## config.mk

```make
export PLATFORM = sky130hd
export DESIGN_NAME = clock_switch_ctrl
export DESIGN_NICKNAME = d
export VERILOG_FILES = /design/src/common/clksw_pkg.sv /design/src/rtl/clock_switch_ctrl.sv /design/src/rtl/clock_postdivider.sv
export VERILOG_INCLUDE_DIRS = /design/src /design/src/common
export SDC_FILE = /design/constraint.sdc
export NUM_CORES = 1
export LEC_CHECK = 0
export BUFFER_PORTS_ARGS = -buffer_cell sky130_fd_sc_hd__buf_2
export CAP_MARGIN = 20
export CORE_ASPECT_RATIO = 1.5
export CORE_UTILIZATION = 40
export CTS_BUF_LIST = sky130_fd_sc_hd__clkbuf_2 sky130_fd_sc_hd__clkbuf_4 sky130_fd_sc_hd__clkbuf_8
export DETAILED_ROUTE_END_ITERATION = 7
export PLACE_DENSITY = 0.76
export SKIP_LAST_GASP = 1
export SLEW_MARGIN = 0
export SYNTH_ARGS = -nofsm -noshare
export SYNTH_HDL_FRONTEND = slang
export SYNTH_SLANG_ARGS = --single-unit
```

## constraint.sdc

```tcl
create_clock -name pclk -period 7.3 [get_ports pclk]
set_clock_uncertainty 0.1 [all_clocks]
set_input_delay 1.46 -clock pclk [delete_from_list [all_inputs] [get_ports pclk]]
set_output_delay 1.46 -clock pclk [all_outputs]
set_load 0.01 [all_outputs]
```

## src/common/clksw_consts.svh

```systemverilog
// Offsets, field positions, codes and reset values of the clock switch block
`ifndef CLKSW_CONSTS_SVH
`define CLKSW_CONSTS_SVH
`define CLKSW_OFS_REQUEST 8'h00
`define CLKSW_OFS_CURRENT 8'h04
`define CLKSW_OFS_STATUS 8'h08
`define CLKSW_OFS_READY 8'h0C
`define CLKSW_OFS_MANUAL 8'h10
`define CLKSW_OFS_FREQ 8'h14
`define CLKSW_OFS_TRIM 8'h18
`define CLKSW_OFS_IRQ 8'h1C
`define CLKSW_SRC_HF_PLL 3'h0
`define CLKSW_SRC_EXT_PLL 3'h1
`define CLKSW_SRC_SECONDARY_OSC 3'h4
`define CLKSW_SRC_LF 3'h5
`define CLKSW_SRC_HF 3'h6
`define CLKSW_SRC_EXT 3'h7
`define CLKSW_DIV_1 4'h0
`define CLKSW_DIV_4 4'h2
`define CLKSW_DIV_MAX 4'h9
`define CLKSW_FRQ_4MHZ 3'h2
`define CLKSW_FRQ_8MHZ 3'h3
`define CLKSW_FRQ_12MHZ 3'h4
`define CLKSW_FRQ_16MHZ 3'h6
`define CLKSW_TRIM_RESET 6'h00
`define CLKSW_BIT_HOLD 7
`define CLKSW_BIT_OSC_READY_FLAG 4
`define CLKSW_BIT_NEW_SOURCE_READY 3
`define CLKSW_BIT_IRQ_FLAG 0
`define CLKSW_BIT_IRQ_EN 1
`define CLKSW_OSC_EXT 0
`define CLKSW_OSC_HF 1
`define CLKSW_OSC_LF 2
`define CLKSW_OSC_SECONDARY_OSC 3
`define CLKSW_OSC_PLL4 4
`define CLKSW_OSC_PLL2 5
`endif

```

## src/common/clksw_pkg.sv

```systemverilog
// Types shared by the clock switch block
package clksw_pkg;
  typedef enum logic [2:0] {
    ST_IDLE = 3'h0,
    ST_WAIT = 3'h1,
    ST_READY = 3'h3,
    ST_RELOCK = 3'h2,
    ST_SLEEP = 3'h6
  } sw_state_t;
endpackage : clksw_pkg

```

## src/rtl/clock_switch_ctrl.sv

```systemverilog
// Clock source selection, switch handshake and register file
//
// Operation
// - Reset config 110 starts fast oscillator at 1 MHz, 000 at 32 MHz.
// - Divider request divides selected source from 1:1 to 1:512.
// - Doubler accepts only 8, 12 or 16 MHz, giving 16, 24, 32 MHz.
// - Reset config 000 loads frequency select 110 and enables doubler.
// - Trim resets to 00h, six-bit two's complement value.
// - Trim acts only on the fast oscillator, never the slow one.
// - Trim writes take effect silently; no completion status exists.
// - Slow oscillator always runs for timers; it is also selectable.
// - Ready status per oscillator; manual enables start each one, the doubler only at an accepted input frequency.
// - Old clock keeps running until requested source is ready; a wake with hold clear switches without checking ready.
// - A source already running, or divider-only change, is ready at once.
// - On ready set new-source-ready and interrupt flag; irq if enabled.
// - Hold clear: switch once the new source is ready and both source clocks are low.
// - In core_slowdown_mode the switch happens on the next clock regardless.
// - Current fields update at the switch; ready set, new-ready cleared.
// - Doubler input set by frequency select, then held by current source.
// - Doubler input change suspends operation until relock.
// - Sleep before the switch completes skips the switch.
// - Wake with hold clear resumes on new clock, sets interrupt flag.
// - Wake with hold set resumes on old clock, requests again.
// - Clock-out config picks clock output or other use of pin.
// - Reserved source code selects the fast internal oscillator.
// - Request: source in bits 6-4, divider 3-0, bit 7 reads zero.
// - With switching disallowed the request register is read-only.
//
// The register addresses and register access over APB were decided locally.
`timescale 1ns/10ps
`include "clksw_consts.svh"
module clock_switch_ctrl #(
  parameter int SRC_N = 8
) (
  // Clock and reset
  input wire logic pclk,
  input wire logic presetn,
  // APB slave
  input wire logic psel,
  input wire logic penable,
  input wire logic pwrite,
  input wire logic [7:0] paddr,
  input wire logic [31:0] pwdata,
  output logic [31:0] prdata,
  output logic pready,
  output logic pslverr,
  // Configuration straps
  input wire logic [2:0] reset_source_cfg,
  input wire logic switch_allow_cfg,
  input wire logic clock_out_enable_cfg,
  // Core power modes
  input wire logic sleep_active,
  input wire logic core_slowdown_mode,
  // Oscillator status and clock levels by source code
  input wire logic [5:0] osc_ready_in,
  input wire logic [SRC_N-1:0] src_level,
  // Oscillator control
  output logic [5:0] osc_enable,
  output logic [2:0] fast_internal_freq_sel,
  output logic [2:0] doubler_in_freq,
  output logic [5:0] fast_osc_trim,
  // System clock and core control
  output logic sys_clk_level,
  output logic cpu_suspend,
  output logic switch_irq,
  // Second oscillator pin
  input wire logic gpio_out,
  input wire logic gpio_oe,
  output logic osc2_pin_out,
  output logic osc2_pin_oe
);
  clksw_pkg::sw_state_t state;
  logic cfg_loaded;
  logic [2:0] source_request;
  logic [3:0] divider_request;
  logic [2:0] current_source;
  logic [3:0] current_divider;
  logic switch_hold;
  logic osc_ready_flag;
  logic new_source_ready;
  logic switch_irq_flag;
  logic switch_irq_enable;
  logic [5:0] osc_manual_enable;
  logic [5:0] internal_osc_trim;
  logic wr;
  logic rd;
  logic pending;
  logic req_ready;
  logic mux_safe;
  logic pll_change;
  logic do_switch;
  logic mux_level;
  logic wake_switch;

  if (SRC_N != 8) begin : g_bad_src_n
    $error("SRC_N must be 8, one level per source code");
  end

  function automatic logic [2:0] legal_src(input logic [2:0] code);
    if (code == 3'h2 || code == 3'h3) begin
      return `CLKSW_SRC_HF;
    end
    return code;
  endfunction : legal_src

  function automatic logic [5:0] src_needs(input logic [2:0] code);
    logic [5:0] m;
    m = 6'h00;
    unique case (code)
      `CLKSW_SRC_HF_PLL: m = 6'h22;
      `CLKSW_SRC_EXT_PLL: m = 6'h11;
      `CLKSW_SRC_SECONDARY_OSC: m = 6'h08;
      `CLKSW_SRC_LF: m = 6'h04;
      `CLKSW_SRC_EXT: m = 6'h01;
      default: m = 6'h02;
    endcase
    return m;
  endfunction : src_needs

  function automatic logic doubler_ok(input logic [2:0] frq);
    return frq == `CLKSW_FRQ_8MHZ || frq == `CLKSW_FRQ_12MHZ ||
      frq == `CLKSW_FRQ_16MHZ;
  endfunction : doubler_ok

  function automatic logic [2:0] strap_freq(input logic [2:0] cfg);
    return (cfg == `CLKSW_SRC_HF_PLL) ? `CLKSW_FRQ_16MHZ : `CLKSW_FRQ_4MHZ;
  endfunction : strap_freq

  assign wr = psel && penable && pwrite;
  assign rd = psel && !pwrite;
  assign pready = 1'b1;
  assign pending = (source_request != current_source) ||
    (divider_request != current_divider);
  assign req_ready = (source_request == current_source) ||
    ((src_needs(source_request) & osc_ready_in) ==
      src_needs(source_request));
  assign mux_safe = !src_level[current_source] &&
    !src_level[source_request];
  assign pll_change = current_source == `CLKSW_SRC_HF_PLL &&
    source_request == `CLKSW_SRC_HF_PLL &&
    fast_internal_freq_sel != doubler_in_freq;
  // no wait for both source clocks low in core_slowdown_mode
  assign do_switch = cfg_loaded && !sleep_active && !switch_hold &&
    ((state == clksw_pkg::ST_READY && !pll_change &&
      (mux_safe || core_slowdown_mode)) ||
     (state == clksw_pkg::ST_RELOCK &&
      osc_ready_in[`CLKSW_OSC_PLL2]));
  // wake completes a switch that sleep cut short
  assign wake_switch = state == clksw_pkg::ST_SLEEP && !sleep_active &&
    !switch_hold && pending;

  // Handshake state
  always_ff @(posedge pclk or negedge presetn) begin
    if (!presetn) begin
      state <= clksw_pkg::ST_IDLE;
    end else if (!cfg_loaded) begin
      state <= clksw_pkg::ST_IDLE;
    end else begin
      unique case (state)
        clksw_pkg::ST_IDLE: begin
          if (pending && !sleep_active) begin
            state <= clksw_pkg::ST_WAIT;
          end
        end
        clksw_pkg::ST_WAIT: begin
          if (sleep_active) begin
            state <= clksw_pkg::ST_SLEEP;
          end else if (!pending) begin
            state <= clksw_pkg::ST_IDLE;
          end else if (req_ready) begin
            state <= clksw_pkg::ST_READY;
          end
        end
        clksw_pkg::ST_READY: begin
          if (sleep_active) begin
            state <= clksw_pkg::ST_SLEEP;
          end else if (!pending) begin
            state <= clksw_pkg::ST_IDLE;
          end else if (!switch_hold && pll_change) begin
            state <= clksw_pkg::ST_RELOCK;
          end else if (do_switch) begin
            state <= clksw_pkg::ST_IDLE;
          end
        end
        clksw_pkg::ST_RELOCK: begin
          if (do_switch) begin
            state <= clksw_pkg::ST_IDLE;
          end
        end
        clksw_pkg::ST_SLEEP: begin
          if (!sleep_active) begin
            state <= (pending && switch_hold) ? clksw_pkg::ST_WAIT :
              clksw_pkg::ST_IDLE;
          end
        end
        default: state <= clksw_pkg::ST_IDLE;
      endcase
    end
  end

  // Request register, loaded from straps after reset release
  always_ff @(posedge pclk or negedge presetn) begin
    if (!presetn) begin
      cfg_loaded <= 1'b0;
      source_request <= `CLKSW_SRC_HF;
      divider_request <= `CLKSW_DIV_1;
    end else if (!cfg_loaded) begin
      cfg_loaded <= 1'b1;
      source_request <= legal_src(reset_source_cfg);
      divider_request <= (reset_source_cfg == `CLKSW_SRC_HF) ?
        `CLKSW_DIV_4 : `CLKSW_DIV_1;
    end else if (wr && paddr == `CLKSW_OFS_REQUEST && switch_allow_cfg) begin
      source_request <= legal_src(pwdata[6:4]);
      divider_request <= pwdata[3:0];
    end
  end

  // Current selection, loaded from straps, then changes only at the switch
  always_ff @(posedge pclk or negedge presetn) begin
    if (!presetn) begin
      current_source <= `CLKSW_SRC_HF;
      current_divider <= `CLKSW_DIV_1;
    end else if (!cfg_loaded) begin
      current_source <= legal_src(reset_source_cfg);
      current_divider <= (reset_source_cfg == `CLKSW_SRC_HF) ?
        `CLKSW_DIV_4 : `CLKSW_DIV_1;
    end else if (do_switch || wake_switch) begin
      current_source <= source_request;
      current_divider <= divider_request;
    end
  end

  // Status flags; hardware set wins over software clear
  always_ff @(posedge pclk or negedge presetn) begin
    if (!presetn) begin
      osc_ready_flag <= 1'b0;
      new_source_ready <= 1'b0;
    end else if (!cfg_loaded) begin
      osc_ready_flag <= 1'b1;
      new_source_ready <= 1'b0;
    end else if (do_switch || wake_switch) begin
      osc_ready_flag <= 1'b1;
      new_source_ready <= 1'b0;
    end else if (state == clksw_pkg::ST_WAIT && req_ready && pending &&
        !sleep_active) begin
      new_source_ready <= 1'b1;
    end else if (pending) begin
      osc_ready_flag <= 1'b0;
    end else begin
      new_source_ready <= 1'b0;
    end
  end

  always_ff @(posedge pclk or negedge presetn) begin
    if (!presetn) begin
      switch_irq_flag <= 1'b0;
    end else if ((state == clksw_pkg::ST_WAIT && req_ready && pending &&
        !sleep_active) || wake_switch) begin
      switch_irq_flag <= 1'b1;
    end else if (wr && paddr == `CLKSW_OFS_IRQ &&
        pwdata[`CLKSW_BIT_IRQ_FLAG]) begin
      switch_irq_flag <= 1'b0;
    end
  end

  // Software control registers
  always_ff @(posedge pclk or negedge presetn) begin
    if (!presetn) begin
      switch_hold <= 1'b0;
      switch_irq_enable <= 1'b0;
      osc_manual_enable <= 6'h00;
      fast_internal_freq_sel <= `CLKSW_FRQ_4MHZ;
      internal_osc_trim <= `CLKSW_TRIM_RESET;
    end else if (!cfg_loaded) begin
      fast_internal_freq_sel <= strap_freq(reset_source_cfg);
    end else if (wr) begin
      if (paddr == `CLKSW_OFS_STATUS) begin
        switch_hold <= pwdata[`CLKSW_BIT_HOLD];
      end
      if (paddr == `CLKSW_OFS_IRQ) begin
        switch_irq_enable <= pwdata[`CLKSW_BIT_IRQ_EN];
      end
      if (paddr == `CLKSW_OFS_MANUAL) begin
        osc_manual_enable <= pwdata[5:0];
      end
      if (paddr == `CLKSW_OFS_FREQ) begin
        fast_internal_freq_sel <= pwdata[2:0];
      end
      if (paddr == `CLKSW_OFS_TRIM) begin
        internal_osc_trim <= pwdata[5:0];
      end
    end
  end

  // doubler input held by current source
  always_ff @(posedge pclk or negedge presetn) begin
    if (!presetn) begin
      doubler_in_freq <= `CLKSW_FRQ_16MHZ;
    end else if (!cfg_loaded) begin
      // strap value, the select register is still stale here
      doubler_in_freq <= strap_freq(reset_source_cfg);
    end else if (current_source != `CLKSW_SRC_HF_PLL ||
        state == clksw_pkg::ST_RELOCK) begin
      doubler_in_freq <= fast_internal_freq_sel;
    end
  end

  always_comb begin
    osc_enable = osc_manual_enable;
    if (!sleep_active) begin
      osc_enable = osc_enable | src_needs(current_source);
      if (pending) begin
        osc_enable = osc_enable | src_needs(source_request);
      end
    end
    osc_enable[`CLKSW_OSC_LF] = 1'b1;
    if (!doubler_ok(doubler_in_freq)) begin
      osc_enable[`CLKSW_OSC_PLL2] = 1'b0;
    end
  end

  // trim goes to fast oscillator only
  assign fast_osc_trim = internal_osc_trim;
  assign cpu_suspend = state == clksw_pkg::ST_RELOCK;
  assign switch_irq = switch_irq_flag && switch_irq_enable;
  assign mux_level = src_level[current_source];

  clock_postdivider #(
    .CNT_W(9)
  ) u_postdiv (
    .pclk(pclk),
    .presetn(presetn),
    .src_level(mux_level),
    .ratio(current_divider),
    .div_level(sys_clk_level)
  );

  assign osc2_pin_out = clock_out_enable_cfg ? sys_clk_level : gpio_out;
  assign osc2_pin_oe = clock_out_enable_cfg ? 1'b1 : gpio_oe;

  // Read mux; unmapped addresses answer with an error
  always_comb begin
    prdata = 32'h0000_0000;
    pslverr = 1'b0;
    if (rd) begin
      unique case (paddr)
        `CLKSW_OFS_REQUEST: prdata[6:0] = {source_request, divider_request};
        `CLKSW_OFS_CURRENT: prdata[6:0] = {current_source, current_divider};
        `CLKSW_OFS_STATUS: begin
          prdata[`CLKSW_BIT_HOLD] = switch_hold;
          prdata[`CLKSW_BIT_OSC_READY_FLAG] = osc_ready_flag;
          prdata[`CLKSW_BIT_NEW_SOURCE_READY] = new_source_ready;
        end
        `CLKSW_OFS_READY: prdata[5:0] = osc_ready_in;
        `CLKSW_OFS_MANUAL: prdata[5:0] = osc_manual_enable;
        `CLKSW_OFS_FREQ: prdata[2:0] = fast_internal_freq_sel;
        `CLKSW_OFS_TRIM: prdata[5:0] = internal_osc_trim;
        `CLKSW_OFS_IRQ: prdata[1:0] = {switch_irq_enable, switch_irq_flag};
        default: pslverr = 1'b1;
      endcase
    end else if (psel && (paddr[7:5] != 3'h0 || paddr[1:0] != 2'h0)) begin
      pslverr = 1'b1;
    end
  end

  property p_locked_request;
    @(posedge pclk) disable iff (!presetn)
    cfg_loaded && !switch_allow_cfg |=> $stable(source_request) &&
      $stable(divider_request);
  endproperty
  a_locked_request: assert property (p_locked_request)
    else $error("request changed while switching disallowed");

  property p_no_reserved;
    @(posedge pclk) disable iff (!presetn)
    source_request != 3'h2 && source_request != 3'h3;
  endproperty
  a_no_reserved: assert property (p_no_reserved)
    else $error("reserved source code held in request");

  property p_current_stable;
    @(posedge pclk) disable iff (!presetn)
    cfg_loaded && !do_switch && !(state == clksw_pkg::ST_SLEEP &&
      !sleep_active) |=> $stable(current_source);
  endproperty
  a_current_stable: assert property (p_current_stable)
    else $error("current source changed without a switch");

  property p_switch_flags;
    @(posedge pclk) disable iff (!presetn)
    do_switch |=> osc_ready_flag && !new_source_ready &&
      current_source == $past(source_request);
  endproperty
  a_switch_flags: assert property (p_switch_flags)
    else $error("switch did not update current fields and flags");

  property p_hold_blocks;
    @(posedge pclk) disable iff (!presetn)
    switch_hold |-> !do_switch;
  endproperty
  a_hold_blocks: assert property (p_hold_blocks)
    else $error("switch performed while hold set");

  property p_ready_irq;
    @(posedge pclk) disable iff (!presetn)
    state == clksw_pkg::ST_WAIT && req_ready && pending && !sleep_active
      |=> new_source_ready && switch_irq_flag;
  endproperty
  a_ready_irq: assert property (p_ready_irq)
    else $error("ready did not set flags");

  property p_sleep_no_switch;
    @(posedge pclk) disable iff (!presetn)
    sleep_active |-> !do_switch;
  endproperty
  a_sleep_no_switch: assert property (p_sleep_no_switch)
    else $error("switch performed in sleep");

  property p_lf_on;
    @(posedge pclk) disable iff (!presetn)
    osc_enable[`CLKSW_OSC_LF];
  endproperty
  a_lf_on: assert property (p_lf_on)
    else $error("slow oscillator disabled");

  property p_glitch_free;
    @(posedge pclk) disable iff (!presetn)
    do_switch && state == clksw_pkg::ST_READY && !core_slowdown_mode
      |-> !src_level[current_source] && !src_level[source_request];
  endproperty
  a_glitch_free: assert property (p_glitch_free)
    else $error("mux switched while a clock was high");

  property p_relock_suspend;
    @(posedge pclk) disable iff (!presetn)
    state == clksw_pkg::ST_RELOCK |-> cpu_suspend;
  endproperty
  a_relock_suspend: assert property (p_relock_suspend)
    else $error("cpu not suspended during relock");

  c_switch: cover property (@(posedge pclk) disable iff (!presetn)
    do_switch);
  c_relock: cover property (@(posedge pclk) disable iff (!presetn)
    state == clksw_pkg::ST_RELOCK ##1 state == clksw_pkg::ST_IDLE);
  c_sleep_wake: cover property (@(posedge pclk) disable iff (!presetn)
    state == clksw_pkg::ST_SLEEP ##1 !sleep_active);
endmodule : clock_switch_ctrl

```

## src/rtl/clock_postdivider.sv

```systemverilog
// Power-of-two post-divider of the selected source clock level
`timescale 1ns/10ps
`include "clksw_consts.svh"
module clock_postdivider #(
  parameter int CNT_W = 9
) (
  // Clock and reset
  input wire logic pclk,
  input wire logic presetn,
  // Source and ratio
  input wire logic src_level,
  input wire logic [3:0] ratio,
  // Divided clock
  output logic div_level
);
  logic src_q;
  logic [CNT_W-1:0] cnt;
  logic [3:0] eff;

  if (CNT_W != 9) begin : g_bad_cnt_w
    $error("CNT_W must be 9 for ratios up to 1:512");
  end

  assign eff = (ratio > `CLKSW_DIV_MAX) ? `CLKSW_DIV_MAX : ratio;

  always_ff @(posedge pclk or negedge presetn) begin
    if (!presetn) begin
      src_q <= 1'b0;
      cnt <= '0;
    end else begin
      src_q <= src_level;
      if (src_level && !src_q) begin
        cnt <= cnt + 1'b1;
      end
    end
  end

  always_ff @(posedge pclk or negedge presetn) begin
    if (!presetn) begin
      div_level <= 1'b0;
    end else if (eff == `CLKSW_DIV_1) begin
      div_level <= src_q;
    end else begin
      div_level <= cnt[eff-4'h1];
    end
  end
endmodule : clock_postdivider

```

==> results of run 1 <==
sequential cells by signal, indices dropped and copies added, names as in the netlist, 3 cells and up:
name,count
fast_osc_trim,6
state,3
doubler_in_freq,3
u_postdiv.cnt,9
current_source,3
fast_internal_freq_sel,3
current_divider,4
source_request,3
osc_manual_enable,6
divider_request,4
layout make-up:
class                   instances  area [um^2]
fillers                       857         4760
well taps                     110          138
clock buffers                   6         76.3
repair buffers                 75          378
inverters                      17         63.8
flip-flops and latches         52         1310
clock inverters                 2         13.8
multi-input cells             299         2090
kinds of logic after synthesis:
kind of cell / synth area share, %
buf+inv: 9.50
other cells: 0.206
compound gates: 13.8
flops: 35.9
mux: 18.4
xor+xnor: 4.80
simple gates: 16.0
fa+ha+maj: 1.30
final timing paths:
path | from | endpoint | slack, ns | cells after the start
worst max-delay path | paddr[5] | prdata[0] | 2.45 | 8
worst min-delay path | u_postdiv.cnt[8]$_DFFE_PN0P_ | u_postdiv.cnt[8]$_DFFE_PN0P_ | 0.39 | 1
worst max register to register | current_source[0]$_DFFE_PN0P_ | current_source[0]$_DFFE_PN0P_ | 4.55 | 6
worst min register to register | u_postdiv.cnt[8]$_DFFE_PN0P_ | u_postdiv.cnt[8]$_DFFE_PN0P_ | 0.39 | 1
max in group asynchronous | presetn | source_request[0]$_DFFE_PN0P_ | 5.50 | 2
min in group asynchronous | presetn | u_postdiv.cnt[8]$_DFFE_PN0P_ | 1.13 | 2
per-stage QoR:
stage               std cells  utilization, %
finish                    561            46.1
floorplan                 413               -
global placement          553            45.0
detailed placement        553            45.0
CTS                       561            46.1
global route              561            46.1
routing by layer:
| layer | vias to the layer above | track usage (%) | share of wire, % |
|---|---|---|---|
| li1 | 1471 | - | - |
| met1 | 1554 | 26.3 | 37 |
| met2 | 172 | 36.3 | 50 |
| met3 | 38 | 4.44 | 7.2 |
| met4 | 0 | 13.8 | 5.9 |
| met5 | - | 0 | 0 |
where the power goes:
part / internal (uW) / total, uW / switching, uW
Clock: 72.4 / 176 / 104
Combinational: 92.3 / 200 / 108
Sequential: 322 / 373 / 51.2
Total: 487 / 750 / 263
worst register-to-register path, cell delays in order, from the launching register on:
cell and delay (ns):
dfrtp_1 0.65, mux2i_1 0.15, mux4_2 0.57, a221o_1 0.33
o2111ai_2 0.09, o311a_2 0.42, mux2_4 0.33
cells in the mapped netlist, drive strengths merged (2+ instances only):
| master | number |
|---|---|
| a221o | 2 |
| dfstp | 7 |
| or3 | 3 |
| nor4b | 3 |
| nand2b | 4 |
| a221oi | 2 |
| nor2b | 2 |
| o21a | 2 |
| o31ai | 3 |
| mux4 | 8 |
| xnor2 | 17 |
| a311oi | 2 |
| buf | 30 |
| or2 | 4 |
| a311o | 2 |
| nor4 | 4 |
| nand2 | 31 |
| nor3 | 11 |
| o41ai | 2 |
| mux2 | 20 |
| ha | 3 |
| xor2 | 3 |
| clkbuf | 15 |
| conb | 2 |
| o21ai | 23 |
| and2 | 3 |
| nand4 | 5 |
| a2111oi | 2 |
| a31oi | 5 |
| inv | 17 |
| and3 | 3 |
| a21oi | 15 |
| nand3 | 14 |
| nor2 | 29 |
| dfrtp | 45 |
| mux2i | 26 |
==> flow_summary.json, run 1 <==
{
  "status": "completed",
  "core_area_um2": 8830,
  "syn_inst": 388,
  "slew_headroom_pct": 44.3,
  "cts.root.buffer_cell": "clkbuf_8",
  "final_common_cell": "buf_2",
  "drc": 0,
  "fin_tns_setup_ns": 0,
  "dp_slack_ns": 2.47,
  "avgSynthCellArea_um2": 9.41,
  "dp_hpwl_um": 7580,
  "end_kind": "output pin",
  "cpMaxStageDelayCell": "a2111oi_0",
  "viasPerCell": 5.77,
  "postCtsSetupBuffers": 0,
  "cts_tree": "yes",
  "rows": 42,
  "synth_cell_types": 61,
  "yosysWarnings": 0,
  "avgRoutedWirePerCell_um": 17.6,
  "async_reset_ff_share_pct": 100,
  "synth_top_area_share_pct": 30.9,
  "final_cell_mix": "74 x buf_2, 45 x dfrtp_1, 31 x nand2_1",
  "portBuffers": 74,
  "cp.required_ns": 5.74,
  "grt_usage_pct": 22.2,
  "die_y_um": 119,
  "gp_congestion": 0.890,
  "yosysSeqAreaShare_pct": 35.9,
  "pin_count": 125,
  "ant_nets": 0,
  "diodes": 0,
  "worst-path-buf-inv": 2,
  "power_uw": 750,
  "ys_dominant_reg_cell": "dfrtp_1",
  "synth.cell_area_um2": 3650,
  "antenna_found_initial": 0,
  "grt_pass1_wl_um": 16000,
  "fmaxAchievable_ghz": 0.206,
  "worstPathMaxFanout": 7,
  "rsz0062_at_grt": "false",
  "grt-ovfl-total": 0,
  "worst_pin_slew_ns": 0.831,
  "post-route-period-util_pct": 66.4,
  "cts_max_path_buffers": 2,
  "crit_top_cell": "buf_2",
  "synth_edf_count": 0,
  "setup_ws_ns": 2.45,
  "die_w_um": 80.0,
  "fin_area_um2": 4070,
  "final_nets": 521,
  "cts_resized": 0,
  "numCtsBuffers": 5,
  "ys_ff_latch": 52,
  "cp-start-kind": "primary input",
  "synth_area_leaders": "dfrtp_1 31%, mux2i_1 7.1%, mux2_2 5.6%, buf_4 5.3%, dfstp_2 5.0%",
  "clk_pin_slew_worst_paths_ns": 0.10,
  "drt-initial-drc-count": 256,
  "clock_sinks": 52,
  "cts_hold_buf": 0,
  "setup_violations": 0,
  "hp-class": "register to register",
  "vias": 3235,
  "crit_family": "simple AND/OR/NAND/NOR gates",
  "yosys.area.top_type": "dfrtp_1",
  "dieArea_um2": 9520,
  "leakagePower_uw": 0.00183,
  "drv_cap": 0,
  "grt_pass1_vias": 3188,
  "drtPass1Iterations": 4,
  "cts_max_level": 2,
  "cpPeakStageDelay_ns": 0.50,
  "path_class": "primary input to output pin",
  "holdWs_ns": 0.389,
  "drive_gt1_share_pct": 27.9,
  "finalWirelength_um": 9900,
  "syn2layout_area_growth_pct": 11.4,
  "worst_ep_arrival_time_ns": 3.29,
  "place_area_um2": 3980,
  "grt_max_degree": 53,
  "ir_worst_vdd_uv": 119,
  "power_density_nw_per_um2": 184,
  "crit_chain": "buf_2, nor3_2, nand2_1, or2_2, a21oi_1, a31oi_1, a2111oi_0, buf_2",
  "slew_viol_final": 0,
  "start_util_pct": 41.3,
  "clock_latency_ns": 0.32,
  "hold_viol": 0,
  "period_needed_ns": 4.85
}
(Power assumes the default switching activity.)
==> run 2: changes to the inputs <==
--- a/config.mk
+++ b/config.mk
@@ -6,13 +6,14 @@
 export SDC_FILE = /design/constraint.sdc
 export NUM_CORES = 1
 export LEC_CHECK = 0
+export ABC_AREA = 1
 export BUFFER_PORTS_ARGS = -buffer_cell sky130_fd_sc_hd__buf_2
 export CAP_MARGIN = 20
 export CORE_ASPECT_RATIO = 1.5
 export CORE_UTILIZATION = 40
 export CTS_BUF_LIST = sky130_fd_sc_hd__clkbuf_2 sky130_fd_sc_hd__clkbuf_4 sky130_fd_sc_hd__clkbuf_8
 export DETAILED_ROUTE_END_ITERATION = 7
-export PLACE_DENSITY = 0.76
+export PLACE_DENSITY = 0.78
 export SKIP_LAST_GASP = 1
 export SLEW_MARGIN = 0
 export SYNTH_ARGS = -nofsm -noshare
==> constraint.sdc (replaced) <==
create_clock -name pclk -period 4.4 [get_ports pclk]
set_clock_uncertainty 0.1 [all_clocks]
set_input_delay 0.88 -clock pclk [delete_from_list [all_inputs] [get_ports pclk]]
set_output_delay 0.88 -clock pclk [all_outputs]
set_load 0.01 [all_outputs]
==> run 2 against run 1 <==
Effect of this change:
- clock power increased by 95%
- critical path type unchanged
- wire length up 6.7%
- flip-flop and latch count unchanged
- first-iteration DRC count shrank 30%
- synthesized cell count grew 37%
- non-clock buffer count unchanged
- total power increased by 87%
- combinational power is 100% higher
- global-route usage up 0.96 points
- die area grew 4.7%
- final cell count is 27% higher
- sequential share of layout area decreased by 1.6 points
- critical endpoint is now prdata[2]
==> flow_summary.json, run 2 <==
{
  "crit_chain": "buf_2, or3_4, nor2_2, nand2_1, inv_2, nand2_1, o21ai_0, a21oi_1, a41oi_1, buf_2",
  "fmaxAchievable_ghz": 0.296,
  "drc": 0,
  "cts_max_path_buffers": 2,
  "drive_gt1_share_pct": 23.9,
  "dieArea_um2": 9960,
  "avgSynthCellArea_um2": 7.20,
  "syn2layout_area_growth_pct": 11.9,
  "clk_pin_slew_worst_paths_ns": 0.09,
  "netSwitchingPower_uw": 514,
  "clock_latency_ns": 0.32,
  "ys_ff_latch": 52,
  "cpMaxStageDelayCell": "or3_4",
  "intPower_uw": 885,
  "grt-ovfl-total": 0,
  "cts_max_level": 2,
  "worstHoldStart": "osc_manual_enable[2]$_DFFE_PN0P_",
  "synth_edf_count": 0,
  "end_kind": "output pin",
  "slew_headroom_pct": 50.2,
  "grt_usage_pct": 23.2,
  "grt_pass1_wl_um": 17400,
  "worst_pin_slew_ns": 0.740,
  "postCtsSetupBuffers": 0,
  "hold_viol": 0,
  "setup_violations": 0,
  "worst_ep_arrival_time_ns": 2.40,
  "async_reset_ff_share_pct": 100,
  "drtPass1Iterations": 5,
  "cts_resized": 0,
  "cts_hold_buf": 0,
  "reg2reg_from": "cfg_loaded$_DFF_PN0_",
  "largest_reg_flops": 9,
  "clock_sinks": 52,
  "fin_tns_setup_ns": 0,
  "cpPeakStageDelay_ns": 0.42,
  "grt_max_degree": 28,
  "path_class": "primary input to output pin",
  "r2r-end": "doubler_in_freq[0]$_DFFE_PN0P_",
  "pwr-share-seq_pct": 46.2,
  "numCtsBuffers": 5,
  "yosysWarnings": 0,
  "leakagePower_uw": 0.00211,
  "vias": 3768,
  "drv_cap": 0,
  "power_uw": 1400,
  "cp.required_ns": 3.42,
  "gp_congestion": 0.996,
  "cts_tree": "yes",
  "hp-class": "register to register",
  "synth_cell_types": 56,
  "ys_dominant_reg_cell": "dfrtp_1",
  "final_cell_mix": "146 x nand2_1, 74 x buf_2, 50 x inv_1",
  "start_util_pct": 41.3,
  "switching_share_pct": 36.7,
  "reg2reg_slack_ns": 1.96,
  "hold_path_depth": 2,
  "grt_pass1_vias": 3736,
  "cts.root.buffer_cell": "clkbuf_8",
  "period_needed_ns": 3.38,
  "power_density_nw_per_um2": 327,
  "num-fill-cells": 954,
  "viasPerCell": 5.28,
  "slew_viol_final": 0,
  "synth_area_leaders": "dfrtp_1 29%, nand2_1 14%, buf_4 5.3%, inv_1 4.9%, dfstp_2 4.8%",
  "rsz0062_at_grt": "false",
  "comb_power_share_pct": 29.3,
  "min_to": "osc_manual_enable[2]$_DFFE_PN0P_",
  "rr_worst_depth": 3,
  "syn_inst": 531,
  "diodes": 0,
  "final_nets": 672,
  "yosys.area.top_type": "dfrtp_1",
  "cp-start-kind": "primary input",
  "place_area_um2": 4170,
  "synth_top_area_share_pct": 29.5,
  "worstPathMaxFanout": 5,
  "die_w_um": 81.8,
  "avgRoutedWirePerCell_um": 14.8,
  "worst-path-buf-inv": 3,
  "finalWirelength_um": 10600,
  "core_area_um2": 9250,
  "synth_commonest_cells": "146 x nand2_1, 50 x inv_1, 45 x dfrtp_1, 39 x nor2_1, 28 x o21ai_0",
  "status": "completed",
  "drt-initial-drc-count": 178,
  "post-route-period-util_pct": 76.8,
  "die_y_um": 122,
  "synth.cell_area_um2": 3820,
  "crit_start": "paddr[5]",
  "antenna_found_initial": 0,
  "ir_worst_vdd_uv": 210,
  "portBuffers": 74,
  "fin_area_um2": 4280,
  "dp_hpwl_um": 8640,
  "yosysMostFrequentCell": "nand2_1",
  "rows": 43,
  "pwr-share-clk_pct": 24.5,
  "pin_count": 125,
  "yosysSeqAreaShare_pct": 34.3,
  "final_common_cell": "nand2_1",
  "crit_family": "simple AND/OR/NAND/NOR gates",
  "ant_nets": 0,
  "top_register": "u_postdiv.cnt"
}
run 2: cell count changes in the layout (fill, tap and decap cells not counted), sizes merged, moves of 7 or more:
cell | before | now
nand2 | 31 | 153
mux2i | 26 | 0
nand3 | 14 | 26
mux2 | 20 | 1
inv | 18 | 67
nor2 | 29 | 49
o21ai | 23 | 56
xnor2 | 17 | 10
mux4 | 8 | 0
run 2: power by group through the flow:
stage	combinational (uW)	sequential (uW)	clock, uW
after global routing	467	658	369
after floorplan	334	616	0
final	410	646	343
after CTS	409	646	352
after global placement	395	651	0
after detailed placement	406	654	0
run 2: how the worst max path moves through the flow:
stage / endpoint / slack (ns) / cells past startpoint
after global placement: prdata[2] / 1.06 / 10
after CTS: prdata[2] / 1.03 / 10
final: prdata[2] / 1.02 / 10
after detailed placement: prdata[2] / 1.04 / 10
after floorplan: prdata[2] / 1.38 / 8
after global routing: prdata[0] / 0.91 / 11
run 2: final cells by class:
type	count	area, um^2	share of cell area [%]
Sequential cell	52	1310	30.6
Multi-Input combinational cell	397	2060	48.2
Tap cell	112	140	3.27
Inverter	70	279	6.52
Clock buffer	6	76.3	1.78
Timing Repair Buffer	75	378	8.83
Clock inverter	2	35.0	0.819
run 2: metrics by stage:
step | hold slack, ns | worst slack [ns] | cells | util [%]
2_1_floorplan | 0.346 | 1.38 | 556 | -
3_3_place_gp | 0.377 | 1.06 | 706 | 45.0
3_5_place_dp | 0.388 | 1.04 | 706 | 45.0
4_1_cts | 0.413 | 1.03 | 714 | 46.2
5_1_grt | 0.445 | 0.907 | 714 | 46.2
6_report | 0.404 | 1.02 | 714 | 46.2
run 2: kinds of logic (layout without fill, tap and decap cells):
logic type | count (synthesis) | count (layout) | synth area share [%]
mux | 1 | 1 | 0.294
buf+inv | 107 | 153 | 14.3
flops | 52 | 52 | 34.3
xor+xnor | 16 | 16 | 4.06
other cells | 2 | 27 | 0.196
fa+ha+maj | 3 | 3 | 0.982
compound gates | 99 | 99 | 15.3
simple gates | 251 | 251 | 30.6
run 2: worst register-to-register path, stage by stage (launching register included):
cell and delay, ns:
dfrtp_1 0.78, clkinv_2 0.48, nor4_1 0.77, o21ai_0 0.17
run 2: metal layers:
metal | part of all wire (%) | vias up | global-route usage (%)
met2 | 53 | 154 | 41.1
met4 | 5.7 | 0 | 15.6
li1 | - | 1826 | -
met1 | 37 | 1752 | 24.8
met3 | 4.4 | 36 | 3.22
met5 | 0 | - | 0
==> run 3: changes to the inputs <==
--- a/config.mk
+++ b/config.mk
@@ -13,7 +13,7 @@
 export CORE_UTILIZATION = 40
 export CTS_BUF_LIST = sky130_fd_sc_hd__clkbuf_2 sky130_fd_sc_hd__clkbuf_4 sky130_fd_sc_hd__clkbuf_8
 export DETAILED_ROUTE_END_ITERATION = 7
-export PLACE_DENSITY = 0.78
+export PLACE_DENSITY = 0.75
 export SKIP_LAST_GASP = 1
 export SLEW_MARGIN = 0
 export SYNTH_ARGS = -nofsm -noshare
==> constraint.sdc (replaced) <==
create_clock -name pclk -period 3.5 [get_ports pclk]
set_clock_uncertainty 0.1 [all_clocks]
set_input_delay 0.7 -clock pclk [delete_from_list [all_inputs] [get_ports pclk]]
set_output_delay 0.7 -clock pclk [all_outputs]
set_load 0.01 [all_outputs]
==> run 3 against run 2 <==
Effect of this change:
- sequential share of layout area decreased by 0.054 points
- non-clock buffer count increased by 1
- total power increased by 25%
- die area unchanged
- first-iteration DRC count increased by 17%
- clock power increased by 22%
- hold slack got worse by 0.13 ns
- highest routed layer unchanged
==> flow_summary.json, run 3 (synthesis gave the netlist of run 2 again) <==
{
  "worstPathMaxFanout": 5,
  "dp_slack_ns": 0.518,
  "rows": 43,
  "fin_cells": 715,
  "diodes": 0,
  "fin_area_um2": 4290,
  "drv_cap": 0,
  "intPower_uw": 1110,
  "numCtsBuffers": 5,
  "start_util_pct": 41.3,
  "grt_usage_pct": 22.2,
  "comb_power_share_pct": 29.6,
  "pwr-share-seq_pct": 46.4,
  "end_kind": "output pin",
  "cpPeakStageDelay_ns": 0.28,
  "place_area_um2": 4180,
  "dp_hpwl_um": 8520,
  "cts_resized": 0,
  "cp-start-kind": "primary input",
  "syn2layout_area_growth_pct": 12.1,
  "finalWirelength_um": 10300,
  "cts_max_level": 2,
  "drt-initial-drc-count": 208,
  "clock_sinks": 52,
  "cp.required_ns": 2.70,
  "ir_worst_vdd_uv": 195,
  "largest_reg_flops": 9,
  "die_y_um": 122,
  "rsz0062_at_grt": "false",
  "post-route-period-util_pct": 86.1,
  "core_area_um2": 9250,
  "final_nets": 673,
  "grt_pass1_vias": 3579,
  "switching_share_pct": 36.2,
  "leakagePower_uw": 0.00212,
  "grt_pass1_wl_um": 16800,
  "placed_cells": 707,
  "setup_violations": 0,
  "drc": 0,
  "grt-ovfl-total": 0,
  "power_density_nw_per_um2": 407,
  "cts_hold_buf": 0,
  "viasPerCell": 5.11,
  "fmaxAchievable_ghz": 0.332,
  "pwr-share-clk_pct": 24.0,
  "top_register": "u_postdiv.cnt",
  "hp-class": "primary input to asynchronous set/reset pin",
  "grt_max_degree": 29,
  "path_class": "primary input to output pin",
  "clk_pin_slew_worst_paths_ns": 0.10,
  "final_cell_mix": "146 x nand2_1, 74 x buf_2, 50 x inv_1",
  "vias": 3655,
  "crit_chain": "buf_2, nor2_1, nand2_1, nor2_1, nand2_1, inv_1, nand2_1, o2111ai_1, a211oi_1, nor2_1, buf_2",
  "power_uw": 1740,
  "dieArea_um2": 9960,
  "pin_count": 125,
  "postCtsSetupBuffers": 0,
  "cts.root.buffer_cell": "clkbuf_8",
  "clock_latency_ns": 0.31,
  "drive_gt1_share_pct": 24.0,
  "cts_max_path_buffers": 2,
  "slew_headroom_pct": 52.5,
  "worst_pin_slew_ns": 0.706,
  "period_needed_ns": 3.01,
  "portBuffers": 74,
  "final_common_cell": "nand2_1",
  "drtPass1Iterations": 4,
  "fin_tns_setup_ns": 0,
  "status": "completed",
  "slew_viol_final": 0,
  "ant_nets": 0,
  "cts_tree": "yes",
  "worst_ep_arrival_time_ns": 2.21,
  "setup_ws_ns": 0.485,
  "netSwitchingPower_uw": 632,
  "gp_congestion": 0.934,
  "die_w_um": 81.8,
  "hold_viol": 0,
  "antenna_found_initial": 0,
  "cpMaxStageDelayCell": "nor2_1",
  "avgRoutedWirePerCell_um": 14.4
}
## run 3: power by group through the flow
stage	Sequential, uW	Clock [uW]	Combinational [uW]
floorplan	775	0	420
global placement	814	0	502
detailed placement	818	0	518
CTS	808	428	519
global route	825	450	588
finish	810	418	517
## run 3: stage by stage
step | utilization, % | hold slack, ns
after floorplan | - | 0.304
after global placement | 45.1 | 0.376
after detailed placement | 45.1 | 0.384
after CTS | 46.3 | 0.287
after global routing | 46.3 | 0.315
final | 46.3 | 0.278
## run 3: final cells by class
cell class              instances  area (um^2)
clock buffers                   6         76.3
clock inverters                 2         35.0
fillers                       943         4970
inverters                      70          279
multi-input cells             397         2060
flip-flops and latches         52         1310
well taps                     112          140
repair buffers                 76          385
## run 3: critical path, delay by kind of cell
family                 cells  cell delay (ns)
AND/OR/NAND/NOR            6             0.94
buffers and inverters      3             0.37
AO/OA/AOI/OAI              2             0.19
## run 3: metal layers
metal	routed length, um	vias to the layer above	part of all wire [%]	GRT usage, %
met5	0	-	0	0
met4	513	0	5.0	13.5
met3	418	28	4.1	3.00
met2	5420	115	53	38.7
met1	3950	1695	38	24.9
li1	-	1817	-	-
## run 3: worst paths after layout
| path | from | slack, ns | cells past startpoint | end |
|---|---|---|---|---|
| worst max-delay path | paddr[1] | 0.49 | 11 | prdata[0] |
| worst min-delay path | presetn | 0.28 | 1 | fast_osc_trim[3]$_DFFE_PN0P_ |
| worst max register to register | current_divider[3]$_DFFE_PN0P_ | 1.27 | 12 | u_postdiv.div_level$_DFF_PN0_ |
| worst min register to register | osc_manual_enable[2]$_DFFE_PN0P_ | 0.40 | 2 | osc_manual_enable[2]$_DFFE_PN0P_ |
| max in group asynchronous | presetn | 2.21 | 2 | fast_internal_freq_sel[1]$_DFFE_PN1P_ |
| min in group pclk | osc_manual_enable[2]$_DFFE_PN0P_ | 0.40 | 2 | osc_manual_enable[2]$_DFFE_PN0P_ |
